<file path="src/pbmc_map.svh">
// timing and field constants for the push-button message control block
`ifndef PBMC_MAP_SVH
`define PBMC_MAP_SVH
`define PBMC_CLK_HZ 20000000
`define PBMC_DEB_US 20
`define PBMC_DEB_CYC ((`PBMC_DEB_US * (`PBMC_CLK_HZ / 1000000)))
`define PBMC_GERASE_MS 3000
`define PBMC_GERASE_CYC (`PBMC_GERASE_MS * (`PBMC_CLK_HZ / 1000))
`define PBMC_MSG_MS 100
`define PBMC_MSG_CYC (`PBMC_MSG_MS * (`PBMC_CLK_HZ / 1000))
`define PBMC_ERASE_CYC 16'h0040
`define PBMC_FEED_BIT 6
`define PBMC_LOUD_MAX 3'h0
`define PBMC_LOUD_MIN 3'h7
`define PBMC_PTR_W 4
`endif

</file>
<file path="src/pbmc_pkg.sv">
// types shared by the push-button message control block
package pbmc_pkg;
   typedef enum logic [2:0] {ST_IDLE, ST_CAPTURE, ST_PLAY, ST_ERASE, ST_SKIP} pbmc_state_t;
   typedef struct packed {
      logic capture;
      logic audio_out;
      logic delete;
      logic skip;
      logic feed;
      logic loud;
   } pbmc_btn_t;
endpackage

</file>
<file path="src/pbmc_top.sv">
// push-button control logic: debounce, operation sequencing, ready/interrupt pin
`include "pbmc_map.svh"
module pbmc_debounce
#(
   parameter int CYC = 400,
   parameter bit BOTH = 1'b1
)
(
   input wire logic i_clk,
   input wire logic i_rst_n,
   input wire logic i_raw_n,
   output logic o_level_n
);
   logic [15:0] cnt_ff;
   logic lvl_ff;
   wire diff = i_raw_n != lvl_ff;
   // release edge passes at once when only the start is filtered
   wire fast = !BOTH && i_raw_n;
   wire done = cnt_ff == 16'(CYC - 1);
   always_ff @(posedge i_clk or negedge i_rst_n)
   begin
      if (!i_rst_n)
      begin
         cnt_ff <= 16'h0000;
         lvl_ff <= 1'b1;
      end
      else
      begin
         cnt_ff <= (diff && !done && !fast) ? cnt_ff + 16'h0001 : 16'h0000;
         if (diff && (done || fast))
            lvl_ff <= i_raw_n;
      end
   end
   assign o_level_n = lvl_ff;
endmodule // pbmc_debounce

module pbmc_top
(
   input wire logic i_sys_clk,
   input wire logic i_arst_n,
   input wire logic i_serial_mode,
   input wire logic [11:0] i_path_config,
   input wire logic i_cmd_done,
   input wire logic i_int_clear,
   input wire logic i_feed_through_button_n,
   input wire logic i_audio_out_trigger_n,
   input wire logic i_capture_trigger_n,
   input wire logic i_delete_trigger_n,
   input wire logic i_skip_next_trigger_n,
   input wire logic i_loudness_step_button_n,
   input wire logic [`PBMC_PTR_W-1:0] i_msg_count,
   output logic o_feed_through_on,
   output logic o_recording,
   output logic o_playing,
   output logic [`PBMC_PTR_W-1:0] o_msg_ptr,
   output logic o_erase_one,
   output logic o_erase_all,
   output logic [2:0] o_volume,
   output logic o_done_flag_out,
   output logic o_done_flag_oe_n
);
   // ************************************************************
   // reset release
   // ************************************************************
   logic [1:0] rst_sync_ff;
   always_ff @(posedge i_sys_clk or negedge i_arst_n)
   begin
      if (!i_arst_n)
         rst_sync_ff <= 2'h0;
      else
         rst_sync_ff <= {rst_sync_ff[0], 1'b1};
   end
   wire rst_n = rst_sync_ff[1];

   // ************************************************************
   // debounce
   // ************************************************************
   pbmc_pkg::pbmc_btn_t raw, lvl, lvl_d_ff;
   assign raw = '{capture: i_capture_trigger_n, audio_out: i_audio_out_trigger_n,
                  delete: i_delete_trigger_n, skip: i_skip_next_trigger_n,
                  feed: i_feed_through_button_n, loud: i_loudness_step_button_n};
   for (genvar g = 0; g < 6; g++)
   begin : g_deb
      pbmc_debounce #(.CYC(`PBMC_DEB_CYC), .BOTH(g != 5)) u_deb
      (
         .i_clk(i_sys_clk),
         .i_rst_n(rst_n),
         .i_raw_n(raw[g]),
         .o_level_n(lvl[g])
      );
   end
   wire [5:0] fall = lvl_d_ff & ~lvl;
   wire [5:0] rise = ~lvl_d_ff & lvl;
   wire f_loud = fall[0];
   wire f_skip = fall[2];
   wire f_del = fall[3];
   wire r_del = rise[3];
   wire f_play = fall[4];
   wire f_cap = fall[5];
   wire r_cap = rise[5];

   // ************************************************************
   // operation sequencer
   // ************************************************************
   pbmc_pkg::pbmc_state_t st_ff, nxt_st;
   logic [31:0] tmr_ff, nxt_tmr;
   logic [`PBMC_PTR_W-1:0] ptr_ff, nxt_ptr;
   logic del_all_ff, nxt_del_all;
   logic e1_ff, ea_ff, nxt_e1, nxt_ea;
   logic [2:0] loud_ff;
   logic loud_up_ff;
   logic int_ff;

   wire [`PBMC_PTR_W-1:0] last_ptr = (i_msg_count == '0) ? '0 : i_msg_count - 1'b1;
   wire [`PBMC_PTR_W-1:0] ptr_inc = (ptr_ff >= last_ptr) ? '0 : ptr_ff + 1'b1;
   wire at_edge = (ptr_ff == '0) || (ptr_ff == last_ptr);
   wire msg_end = tmr_ff >= 32'(`PBMC_MSG_CYC - 1);
   wire gl_hold = tmr_ff >= 32'(`PBMC_GERASE_CYC - 1);

   always_comb
   begin
      nxt_st = st_ff;
      nxt_tmr = tmr_ff + 32'h1;
      nxt_ptr = ptr_ff;
      nxt_del_all = del_all_ff;
      nxt_e1 = 1'b0;
      nxt_ea = 1'b0;
      unique case (st_ff)
         pbmc_pkg::ST_IDLE:
         begin
            nxt_tmr = 32'h0;
            // one request at a time, capture first
            if (f_cap)
               nxt_st = pbmc_pkg::ST_CAPTURE;
            else if (f_play)
               nxt_st = pbmc_pkg::ST_PLAY;
            else if (f_del && at_edge)
            begin
               nxt_st = pbmc_pkg::ST_ERASE;
               nxt_del_all = 1'b0;
            end
            else if (f_skip)
               nxt_st = pbmc_pkg::ST_SKIP;
         end
         pbmc_pkg::ST_CAPTURE:
            if (r_cap || lvl.capture)
               nxt_st = pbmc_pkg::ST_IDLE;
         pbmc_pkg::ST_PLAY:
            if (f_play)
               nxt_st = pbmc_pkg::ST_IDLE;
            else if (f_skip)
            begin
               nxt_ptr = ptr_inc;
               nxt_tmr = 32'h0;
            end
            else if (msg_end)
            begin
               nxt_tmr = 32'h0;
               if (!lvl.audio_out)
                  nxt_ptr = ptr_inc;
               else
                  nxt_st = pbmc_pkg::ST_IDLE;
            end
         pbmc_pkg::ST_ERASE:
            if (!del_all_ff && !lvl.delete && gl_hold)
               nxt_del_all = 1'b1;
            else if (r_del || lvl.delete)
            begin
               nxt_st = pbmc_pkg::ST_IDLE;
               nxt_e1 = !del_all_ff;
               nxt_ea = del_all_ff;
               nxt_ptr = del_all_ff ? '0 : ((ptr_ff == '0) ? '0 : ptr_ff - 1'b1);
            end
         pbmc_pkg::ST_SKIP:
         begin
            nxt_ptr = ptr_inc;
            nxt_st = pbmc_pkg::ST_IDLE;
         end
         default:
            nxt_st = pbmc_pkg::ST_IDLE;
      endcase
      // in ST_PLAY, requests other than stop and skip fall through unused above
   end

   always_ff @(posedge i_sys_clk or negedge rst_n)
   begin
      if (!rst_n)
      begin
         st_ff <= pbmc_pkg::ST_IDLE;
         tmr_ff <= 32'h0;
         ptr_ff <= '0;
         del_all_ff <= 1'b0;
         e1_ff <= 1'b0;
         ea_ff <= 1'b0;
         lvl_d_ff <= '1;
      end
      else
      begin
         st_ff <= nxt_st;
         tmr_ff <= nxt_tmr;
         ptr_ff <= nxt_ptr;
         del_all_ff <= nxt_del_all;
         e1_ff <= nxt_e1;
         ea_ff <= nxt_ea;
         lvl_d_ff <= lvl;
      end
   end

   // ************************************************************
   // volume and ready/interrupt pin
   // ************************************************************
   wire at_min = loud_ff == `PBMC_LOUD_MIN;
   wire at_max = loud_ff == `PBMC_LOUD_MAX;
   always_ff @(posedge i_sys_clk or negedge rst_n)
   begin
      if (!rst_n)
      begin
         loud_ff <= `PBMC_LOUD_MAX;
         loud_up_ff <= 1'b0;
         int_ff <= 1'b0;
      end
      else
      begin
         if (f_loud)
         begin
            // level 7 is quietest; bounce between the ends
            if ((!loud_up_ff && at_min) || (loud_up_ff && at_max))
            begin
               loud_up_ff <= !loud_up_ff;
               loud_ff <= at_min ? loud_ff - 3'h1 : loud_ff + 3'h1;
            end
            else
               loud_ff <= loud_up_ff ? loud_ff - 3'h1 : loud_ff + 3'h1;
         end
         // a completion in the clear cycle wins
         if (i_cmd_done)
            int_ff <= 1'b1;
         else if (i_int_clear)
            int_ff <= 1'b0;
      end
   end

   wire busy = st_ff != pbmc_pkg::ST_IDLE;
   wire pin_low = i_serial_mode ? int_ff : busy;
   assign o_done_flag_out = 1'b0;
   assign o_done_flag_oe_n = !pin_low;
   assign o_feed_through_on = i_serial_mode ? i_path_config[`PBMC_FEED_BIT]
                                            : !lvl.feed;
   assign o_recording = st_ff == pbmc_pkg::ST_CAPTURE;
   assign o_playing = st_ff == pbmc_pkg::ST_PLAY;
   assign o_msg_ptr = ptr_ff;
   assign o_erase_one = e1_ff;
   assign o_erase_all = ea_ff;
   assign o_volume = loud_ff;
endmodule // pbmc_top

</file>
<file path="config.mk">
export PLATFORM = sky130hd
export DESIGN_NAME = pbmc_top
export DESIGN_NICKNAME = d
export VERILOG_FILES = /design/src/pbmc_pkg.sv /design/src/pbmc_top.sv
export VERILOG_INCLUDE_DIRS = /design/src /design/src/src
export SDC_FILE = /design/constraint.sdc
export NUM_CORES = 1
export LEC_CHECK = 0
export BUFFER_PORTS_ARGS = -buffer_cell sky130_fd_sc_hd__buf_2
export CORE_ASPECT_RATIO = 1.25
export CORE_MARGIN = 1.5
export CORE_UTILIZATION = 50
export DETAILED_ROUTE_END_ITERATION = 6
export PLACE_DENSITY = 0.77
export SETUP_SLACK_MARGIN = 0.02
export SLEW_MARGIN = 5
export SYNTH_ARGS = -nofsm -noshare
export SYNTH_HDL_FRONTEND = slang
export SYNTH_SLANG_ARGS = --single-unit
</file>
<file path="constraint.sdc">
create_clock -name i_sys_clk -period 6.1 [get_ports i_sys_clk]
set_clock_uncertainty 0.05 [all_clocks]
set_input_delay 0.61 -clock i_sys_clk [delete_from_list [all_inputs] [get_ports i_sys_clk]]
set_output_delay 0.61 -clock i_sys_clk [all_outputs]
set_load 0.02 [all_outputs]
</file>
-- Yosys cells after proc, flatten, opt, wreduce, memory -nomap -nowiden
Index checks and enable logic that the tools add are counted.
- register bits after elaboration: 157
- output and inout bits: 14
- logic and storage cells: 177
- add/sub/neg operators: 12
- $lt $le $gt $ge: 3
- eq/ne operators: 32
- multiplexer cells: 51
- bitwise operators: 4
- reduce and logical (&&, ||, !) cells: 47
- operators by type and width (kind ; number):
    adder 16 x 1 -> 16 bit (second input constant) ; 6
    == test 16 x 9 -> 1 bit (second input constant) ; 6
    two-way mux 16 bit ; 6
    two-way mux 32 bit ; 3
    case mux 32 bit (2 select lines) ; 1
    two-way mux 3 bit ; 14
    two-way mux 4 bit ; 10
    adder 32 x 1 -> 32 bit (second input constant) ; 1
    greater-or-equal comparator 32 x 21 -> 1 bit (second input constant) ; 1
    greater-or-equal comparator 32 x 26 -> 1 bit (second input constant) ; 1
    logical AND 1 bit ; 18
    two-way mux 1 bit ; 14
    != test 2 bit (second input constant) ; 7
    bitwise AND 6 bit ; 2
    zero test 1 bit ; 12
    inverter 6 bit ; 2
    case mux 3 bit (4 select lines) ; 1
    case mux 4 bit (3 select lines) ; 1
    != test 3 x 1 -> 1 bit (second input constant) ; 3
    zero test 4 bit ; 2
    subtractor 4 x 1 -> 4 bit (second input constant) ; 2
    AND reduction 7 bit ; 1
    == test 3 x 2 -> 1 bit (second input constant) ; 2
    == test 3 bit (second input constant) ; 2
    other kinds (19) ; 31

-- Depth between registers and ports, before layout
Gate-level depths: netlist of the first run.
- depth in word-level cells: 9
- depth in mapped cells: 9

-- Modules after synthesis
A second synthesis of the first run with hierarchy kept.
- cells, all modules: 812
- area, all modules: 8331.7 sq um
- modules (own cells, without submodules) (module ; instances ; cells each ; area an instance (sq um) ; seq. area each (sq um)):
    pbmc_debounce at g_deb[0].u_deb ... ; 5 ; 83 ; 895.9 ; 426.7
    pbmc_top ; 1 ; 315 ; 3001.6 ; 1357.6
    pbmc_debounce at g_deb[5].u_deb ; 1 ; 82 ; 850.8 ; 426.7

-- Worst setup path before layout of the first run
OpenSTA, ideal clock, no wires.
- path type: input to register
- start point: in i_msg_count[1]
- end point: reg ptr_ff[3], in the netlist o_msg_ptr[3]
- library setup time: 0.125 ns
- arrival time: 2.130 ns
- data required time: 5.925 ns
- path slack: 3.795 ns
- stages on the path: 9
- cell sequence: nor2_1 nand2_1 mux2_2 ha_1 o21ai_0 o211a_1 a31oi_1 nand3_1 mux2_2
- cells in the longest elaborated chain, start to end: 9
- RTL lines (element ; line ; text):
    start: declaration ; pbmc_top.sv:51 ; input wire logic [`PBMC_PTR_W-1:0] i_msg_count,
    subtractor 4 x 1 -> 4 bit or zero test 4 bit (tied branches) ; pbmc_top.sv:114 ; wire [`PBMC_PTR_W-1:0] last_ptr = (i_msg_count == '0) ? '0 : i_msg_count - 1'b1;
    two-way mux 4 bit * ; pbmc_top.sv:114 ;
    greater-or-equal comparator 4 bit * ; pbmc_top.sv:115 ; wire [`PBMC_PTR_W-1:0] ptr_inc = (ptr_ff >= last_ptr) ? '0 : ptr_ff + 1'b1;
    two-way mux 4 bit * ; pbmc_top.sv:115 ;
    two-way mux 4 bit ; pbmc_top.sv:159 ; if (!lvl.audio_out)
    two-way mux 4 bit ; pbmc_top.sv:156 ; else if (msg_end)
    two-way mux 4 bit ; pbmc_top.sv:151 ; else if (f_skip)
    two-way mux 4 bit ; pbmc_top.sv:149 ; if (f_play)
    case mux 4 bit (3 select lines) * ; pbmc_top.sv:128 ; unique case (st_ff)
    end signal: assignment ; pbmc_top.sv:201 ; ptr_ff <= nxt_ptr;
    end: declaration ; pbmc_top.sv:107 ; logic [`PBMC_PTR_W-1:0] ptr_ff, nxt_ptr;
Every way passes the cells marked *; elsewhere a longest branch is shown, timed or not. The select of a mux whose other input is x is not followed.
A chain may end at the register's enable or synchronous reset.

-- Worst setup path after layout of the first run
- start point: reg tmr_ff[0]
- end point: reg tmr_ff[18]
- cells in the longest elaborated chain, start to end: 5
- RTL lines (element ; line ; text):
    start: declaration ; pbmc_top.sv:106 ; logic [31:0] tmr_ff, nxt_tmr;
    start signal: assignment ; pbmc_top.sv:200 ; tmr_ff <= nxt_tmr;
    adder 32 x 1 -> 32 bit or greater-or-equal comparator 32 x 21 -> 1 bit (tied branches) ; pbmc_top.sv:123, pbmc_top.sv:117 ;
    two-way mux 32 bit ; pbmc_top.sv:156 ;
    two-way mux 32 bit ; pbmc_top.sv:151 ;
    two-way mux 32 bit ; pbmc_top.sv:149 ;
    case mux 32 bit (2 select lines) * ; pbmc_top.sv:128 ;
    via nxt_tmr[18] ; pbmc_top.sv:106 ;
Mark *: on every way through the listed nets, which the timed path passes. The rest lies on a longest branch.

==> metrics.txt, run 1 <==
# setup viols final=0; die height=about 140 um; I/O pins=41; Post-Syn Area=roughly 7700 um^2; final hold violation count=0; Vias=5466; first-pass GRT wire length=~24000 um; Final WS setup=roughly 3.6 ns; share of the cycle needed by the critical path after routing=between 40 and 50%; number of CTS-inserted buffers=17; Peak Freq=between 0.4 and 0.5 GHz; largest family of logic cells by synthesized area=simple AND/OR/NAND/NOR gates; startpoint type of the worst setup path=flop; # Post-CTS Setup Buffers=0; Slew HR=41.7%; Async SR Flop Fraction=100%; Worst Path Arrival=roughly 2.7 ns; Reg clk slew, reported paths=approximately 0.06 ns; RR Endpoint=tmr_ff[18]; vias in the first global route=5383; Root Buffer=clkbuf_16; Comb power frac=16.8%; critical path class=flop to flop; Max Slew Vio Count=0; Tmin final=roughly 2.5 ns; clk buf depth=2; Mapped Cells=approximately 790; Sink Count=around 160; post-synthesis compound-gate area fraction=about 4.3%; post-route antenna net violation count=0; DP Worst Slack=around 3.5 ns; Yosys warning total=0; Final nets=roughly 860; status=finished, final reports clean; Worst Max-Slew Pin Slew=between 0.8 and 0.9 ns; largest net degree at the start of global routing=74; initial antenna violation count=0; worst hold path type=flop to async pin; r2r startpoint=tmr_ff[0]; hpwl dp=about 9000 um; adder-cell share of the synthesized area=roughly 2.8%; share of cells above drive strength 1=between 10% and 20%; worst-path fanout max=32; CTS tree=built; Switch Pwr=0.785 mW; Chip Width=roughly 110 um; DR DRC count=0; Setup crit end=tmr_ff[18]; FP Rows=50; Critical Path Sink Type=flop; clock power share=a little under two fifths; number of synthesized flops with an enable pin=0; proportion of synthesized area in mux cells=1.41%; Syn Nets=slightly above 800; Pre-Repair DR Iteration Count=5; Starting Density=approximately half; Flop pwr share=between 40% and 50%; post-synthesis xor/xnor area fraction=between 10% and 20%; Pint=1.84 mW; die area=16200 um^2; CP startpoint=tmr_ff[0]; post-synth cell types=53; switch share=29.9%; cell leakage power=about 3.8 nW; worst reg2reg path depth=7; sequential share of the synthesized area=roughly 50%; ant diodes=0; PostCTS Resize Cnt=0; total track usage=a little under a fifth; Vias per Instance=5.39; drt total wl=13600 um; Primary FF master, synth=dfrtp_1; DR iter-0 viols=224; count of max-cap constraint violations=0; RSZ-0062 raised after global routing=no; Worst-Skew Late Latency=0.43 ns; syn_area_per_cell=~10 um^2; simple-gate share of the synthesized area=around 25%; routed len/inst=13.4 um; maximum vdd ir drop=between 0.00015 and 0.0002 V; Buffers on Ports=28; worst endpoint required time=between 6 and 7 ns; H-tree depth=4; PwrDens=about 310 nW/um^2; grt ovf=0; post-synthesis register bit count=~160; setup TNS=0 ns; R2R Setup Slk=~3.6 ns; core area=15000 um^2; Syn-to-layout area delta=11.2%; GPL Wtd Cong=around 0.84
[final cells by class]
class	count	area, um^2
Inverter	22	82.6
Clock inverter	14	135
Sequential cell	156	3920
Clock buffer	18	429
Fill cell	1279	6450
Timing Repair Buffer	31	165
Multi-Input combinational cell	592	3600
Tap cell	182	228
[critical path: stages, from the launching register on]
cell and delay, ns:
dfrtp_1 0.39, ha_1 0.19, and3_1 0.24, and2_1 0.28, o211ai_2 0.17, and2_4 0.19
a31oi_4 0.70, nor2_1 0.12
[kinds of logic after synthesis]
group | after synthesis
mux | 10
buf+inv | 39
xor+xnor | 120
flops | 156
compound gates | 47
simple gates | 396
fa+ha+maj | 17
other cells | 2
[cell usage in the layout (no fill, tap or decap), types with 5 or more instances in the layout]
cell type    n
and4_1       5
nand3_1     45
buf_2       28
nand2_1     58
nor4_1      14
xnor2_1     58
dfrtp_1    144
and2_1       6
clkbuf_16   17
and3_1      26
ha_1        17
xor2_1      62
a21oi_1      8
dfstp_2     11
mux2_2       7
inv_1       22
o21ai_0     15
nand4_1     24
nor2b_1      6
nand2b_1     6
nor2_1     160
inv_6        5
nor3_1      29
[cell usage after synthesis (3+ instances only)]
| master | instances | area (um^2) |
|---|---|---|
| nor2_1 | 160 | 601 |
| dfrtp_1 | 145 | 3630 |
| xor2_1 | 62 | 543 |
| nand2_1 | 58 | 218 |
| xnor2_1 | 58 | 508 |
| nand3_1 | 45 | 225 |
| nor3_1 | 29 | 145 |
| and3_1 | 26 | 163 |
| nand4_1 | 24 | 150 |
| inv_1 | 22 | 82.6 |
| ha_1 | 17 | 213 |
| o21ai_0 | 15 | 75.1 |
| nor4_1 | 14 | 87.6 |
| dfstp_2 | 11 | 289 |
| a21oi_1 | 8 | 40.0 |
| mux2_2 | 7 | 78.8 |
| and2_1 | 6 | 37.5 |
| clkbuf_1 | 6 | 22.5 |
| nand2b_1 | 6 | 37.5 |
| nor2b_1 | 6 | 37.5 |
| and4_1 | 5 | 43.8 |
| buf_2 | 5 | 25.0 |
| a21o_1 | 3 | 22.5 |
| a31oi_1 | 3 | 18.8 |
| buf_6 | 3 | 33.8 |
| mux2i_1 | 3 | 30.0 |
| nor3b_1 | 3 | 22.5 |
| o31ai_1 | 3 | 22.5 |
[routing by layer]
metal  GRT usage [%]  share of wire [%]  vias up
li1                -                  -     2725
met2            30.5                 50       70
met3            4.19                3.0       23
met5               0                  0        -
met1            22.4                 45     2648
met4            8.55                1.9        0
[stage by stage]
| step | utilization (%) | hold slack, ns | instances | cell area, um^2 | power (mW) |
|---|---|---|---|---|---|
| 2_1_floorplan | - | 0.264 | 787 | 7700 | 1.54 |
| 3_3_place_gp | 53.2 | 0.126 | 982 | 7990 | 1.63 |
| 3_5_place_dp | 53.2 | 0.126 | 982 | 7990 | 1.64 |
| 4_1_cts | 57.0 | 0.129 | 1015 | 8560 | 2.65 |
| 5_1_grt | 57.0 | 0.145 | 1015 | 8560 | 2.77 |
| 6_report | 57.0 | 0.121 | 1015 | 8560 | 2.62 |
[sequential cells by signal (all words and copies together), names as in the netlist]
| signal | count |
|---|---|
| tmr_ff | 32 |
| o_erase_all | 1 |
| g_deb.u_deb.cnt_ff | 96 |
| rst_sync_ff | 2 |
| loud_up_ff | 1 |
| o_msg_ptr | 4 |
| del_all_ff | 1 |
| lvl_d_ff | 5 |
| o_erase_one | 1 |
| st_ff | 3 |
| int_ff | 1 |
| g_deb.u_deb.o_level_n | 6 |
| o_volume | 3 |
[how the worst min path moves through the flow]
stage,end,depth (start not counted)
finish,g_deb[2].u_deb.cnt_ff[12],0
global route,tmr_ff[20],0
CTS,g_deb[2].u_deb.cnt_ff[12],0
detailed placement,g_deb[2].u_deb.cnt_ff[12],0
global placement,g_deb[2].u_deb.cnt_ff[12],0
floorplan,rst_sync_ff[0],0
[power groups by stage]
stage / clock [mW] / combinational [mW] / sequential (mW)
after floorplan: 0 / 0.332 / 1.21
after global placement: 0 / 0.435 / 1.20
after detailed placement: 0 / 0.443 / 1.20
after CTS: 1.03 / 0.447 / 1.18
after global routing: 1.06 / 0.508 / 1.19
final: 1.00 / 0.440 / 1.18
[what timing repair did]
| item | in CTS | in global routing |
|---|---|---|
| setup endpoints to repair | 0 | 0 |
| hold endpoints to repair | 2 | 0 |
| hold buffers | 1 | 0 |
Power figures use the tool's default switching activity.
==> run 2, diff against run 1 <==
Clock period 6.1 ns to 2.6 ns, I/O delays scaled along.
==> run 2 against run 1 <==
- via count rose by 0.53%
- wire length down 1.4%
- global-route usage down 0.24 points
- non-clock buffer count grew 6
- cell count increased by 0.59%
- final area grew 1.5%
- critical path depth increased by 1
- die area stayed put
- clock-buffer cell count did not move
- clock power rose to 2.5 times the previous value
- total power increased by 140%
- critical endpoint is now tmr_ff[26]
==> metrics.txt, run 2 (same netlist as run 1, synthesis figures left out) <==
cell leakage power=3.88 nW (was 3.80 nW); Largest register FFs=96 (unchanged); Final WS setup=0.451 ns (was 3.60 ns); Peak Freq=0.465 GHz (was 0.400 GHz); ant diodes=0 (unchanged); Buffers on Ports=28 (unchanged); critical path's largest stage delay=0.40 ns (was 0.70 ns); PostCTS Resize Cnt=0 (unchanged); worst endpoint required time=2.89 ns (was 6.33 ns); post-route antenna net violation count=0 (unchanged); DR DRC count=0 (unchanged); hold slack=0.0591 ns (was 0.121 ns); worst-path fanout max=32 (unchanged); status=finished, final reports clean (unchanged); Sink Count=156 (unchanged); Worst Path Arrival=2.43 ns (was 2.73 ns); critical path class=flop to flop (unchanged); Critical Path Sink Type=flop (unchanged); Worst-Skew Late Latency=0.41 ns (was 0.43 ns); die area=16200 um^2 (unchanged); r2r startpoint=tmr_ff[0] (unchanged); Buf+Inv Stages, Crit Path=1 (was 0); DP Worst Slack=0.341 ns (was 3.52 ns); total power=6.39 mW (was 2.62 mW); worst reg2reg path depth=8 (was 7); startpoint type of the worst setup path=flop (unchanged); DR iter-0 viols=236 (was 224); Max Slew Vio Count=0 (unchanged); share of the cycle needed by the critical path after routing=82.7% (was 40.9%); Slew HR=60.1% (was 41.7%); fin util=57.9% (was 57.0%); Worst Max-Slew Pin Slew=0.593 ns (was 0.875 ns); GPL Wtd Cong=0.817 (was 0.837); Layout fillers=1270 (was 1279); hpwl dp=8920 um (was 9000 um); Vias per Instance=5.38 (was 5.39); count of max-cap constraint violations=0 (unchanged); share of cells above drive strength 1=11.3% (was 10.8%); grt ovf=0 (unchanged); Root Buffer=clkbuf_16 (unchanged); Reg clk slew, reported paths=0.06 ns (about the same); Final nets=870 (was 864); cell family with most CP delay=simple AND/OR/NAND/NOR gates (was compound AO/OA/AOI/OAI gates); drt total wl=13400 um (was 13600 um); CP startpoint=tmr_ff[0] (unchanged); most frequent cells in the layout=160 x nor2_1, 144 x dfrtp_1, 62 x xor2_1, 58 x nand2_1, 58 x xnor2_1 (unchanged); CP Depth=8 (was 7); H-tree depth=4 (unchanged); Biggest register=g_deb.u_deb.cnt_ff (unchanged); number of CTS-inserted buffers=17 (unchanged); routed len/inst=13.1 um (was 13.4 um); Starting Density=51.3% (unchanged); Chip Width=114 um (unchanged); Setup crit end=tmr_ff[26] (was tmr_ff[18]); worst-path cell chain=ha_1 -> and3_1 -> and2_1 -> o211ai_2 -> and2_4 -> a31oi_4 -> buf_12 -> nor2_1 (was ha_1 -> and3_1 -> and2_1 -> o211ai_2 -> and2_4 -> a31oi_4 -> nor2_1); Worst Hold Depth=2; initial antenna violation count=0 (unchanged); Tmin final=2.15 ns (was 2.50 ns); maximum vdd ir drop=0.000454 V (was 0.000173 V); RR Endpoint=tmr_ff[26] (was tmr_ff[18]); I/O pins=41 (unchanged); setup TNS=0 ns (unchanged); most common cell after layout, fill and taps aside=nor2_1 (unchanged); final hold violation count=0 (unchanged); vias in the first global route=5388 (was 5383); largest net degree at the start of global routing=45 (was 74); core area=15000 um^2 (unchanged); Pre-Repair DR Iteration Count=6 (was 5); worst hold path type=input pin to flop (was flop to async pin); FP Rows=50 (unchanged); Syn-to-layout area delta=12.9% (was 11.2%); crit path max-delay cell type=dfrtp_1 (was a31oi_4); Vias=5495 (was 5466); first-pass GRT wire length=23600 um (about the same); R2R Setup Slk=0.45 ns (was 3.60 ns); total track usage=18.0% (was 18.2%); RSZ-0062 raised after global routing=no (unchanged); die height=142 um (unchanged); PwrDens=735 nW/um^2 (was 307 nW/um^2); # setup viols final=0 (unchanged); clk buf depth=2 (unchanged); CTS tree=built (unchanged)
[run 2: cell types whose count changed in the layout (fill, tap and decap cells not counted)]
cell,change
bufinv_16,+2
clkinv_4,+1
dlygate4sd3_1,+2
clkinv_2,+4
inv_8,+1
clkbuf_1,-1
clkbuf_8,+1
buf_12,+3
clkinvlp_4,-3
inv_6,-5
buf_4,+1
[run 2: where the power goes]
part / switching [mW] / total (mW) / internal [mW]
Combinational: 0.644 / 1.10 / 0.451
Clock: 0.991 / 2.53 / 1.54
Sequential: 0.178 / 2.76 / 2.58
Total: 1.81 / 6.39 / 4.57
[run 2: worst min path at each step]
stage / startpoint / end / slack [ns]
floorplan: i_arst_n / rst_sync_ff[0] / -0.09
global placement: i_arst_n / rst_sync_ff[0] / -0.005
detailed placement: i_arst_n / rst_sync_ff[0] / -0.004
CTS: i_feed_through_button_n / g_deb[1].u_deb.o_level_n / 0.05
global route: i_int_clear / int_ff / 0.06
finish: i_feed_through_button_n / g_deb[1].u_deb.o_level_n / 0.06
[run 2: repair_timing]
action,4_1_cts,5_1_grt
hold buffers,3,0
endpoints found under the hold margin,4,0
setup buffers,0,0
[run 2: worst reg2reg max path, cell delays in order (launching register included)]
cell,delay (ns)
dfrtp_1,0.40
ha_1,0.23
and3_1,0.24
and2_1,0.23
o211ai_2,0.30
and2_4,0.22
a31oi_4,0.09
buf_12,0.19
nor2_1,0.12
[run 2: cell type report]
| type | instances | area [um^2] | share of cell area (%) |
|---|---|---|---|
| Multi-Input combinational cell | 592 | 3600 | 41.4 |
| Inverter | 22 | 82.6 | 0.950 |
| Timing Repair Buffer | 37 | 253 | 2.91 |
| Clock buffer | 18 | 439 | 5.05 |
| Tap cell | 182 | 228 | 2.62 |
| Sequential cell | 156 | 3920 | 45.1 |
| Clock inverter | 14 | 169 | 1.94 |
[run 2: through the flow]
stage                     instance area, um^2  instances
final                                    8690       1021
after global routing                     8690       1021
after CTS                                8690       1021
after detailed placement                 8060        986
after global placement                   8060        986
after floorplan                          7700        787
[run 2: per-layer routing]
| layer | up-vias | track usage (%) | routed length, um |
|---|---|---|---|
| li1 | 2731 | - | - |
| met1 | 2676 | 22.4 | 6090 |
| met2 | 76 | 30.8 | 6760 |
| met3 | 12 | 3.63 | 338 |
| met4 | 0 | 6.97 | 180 |
| met5 | - | 0 | 0 |
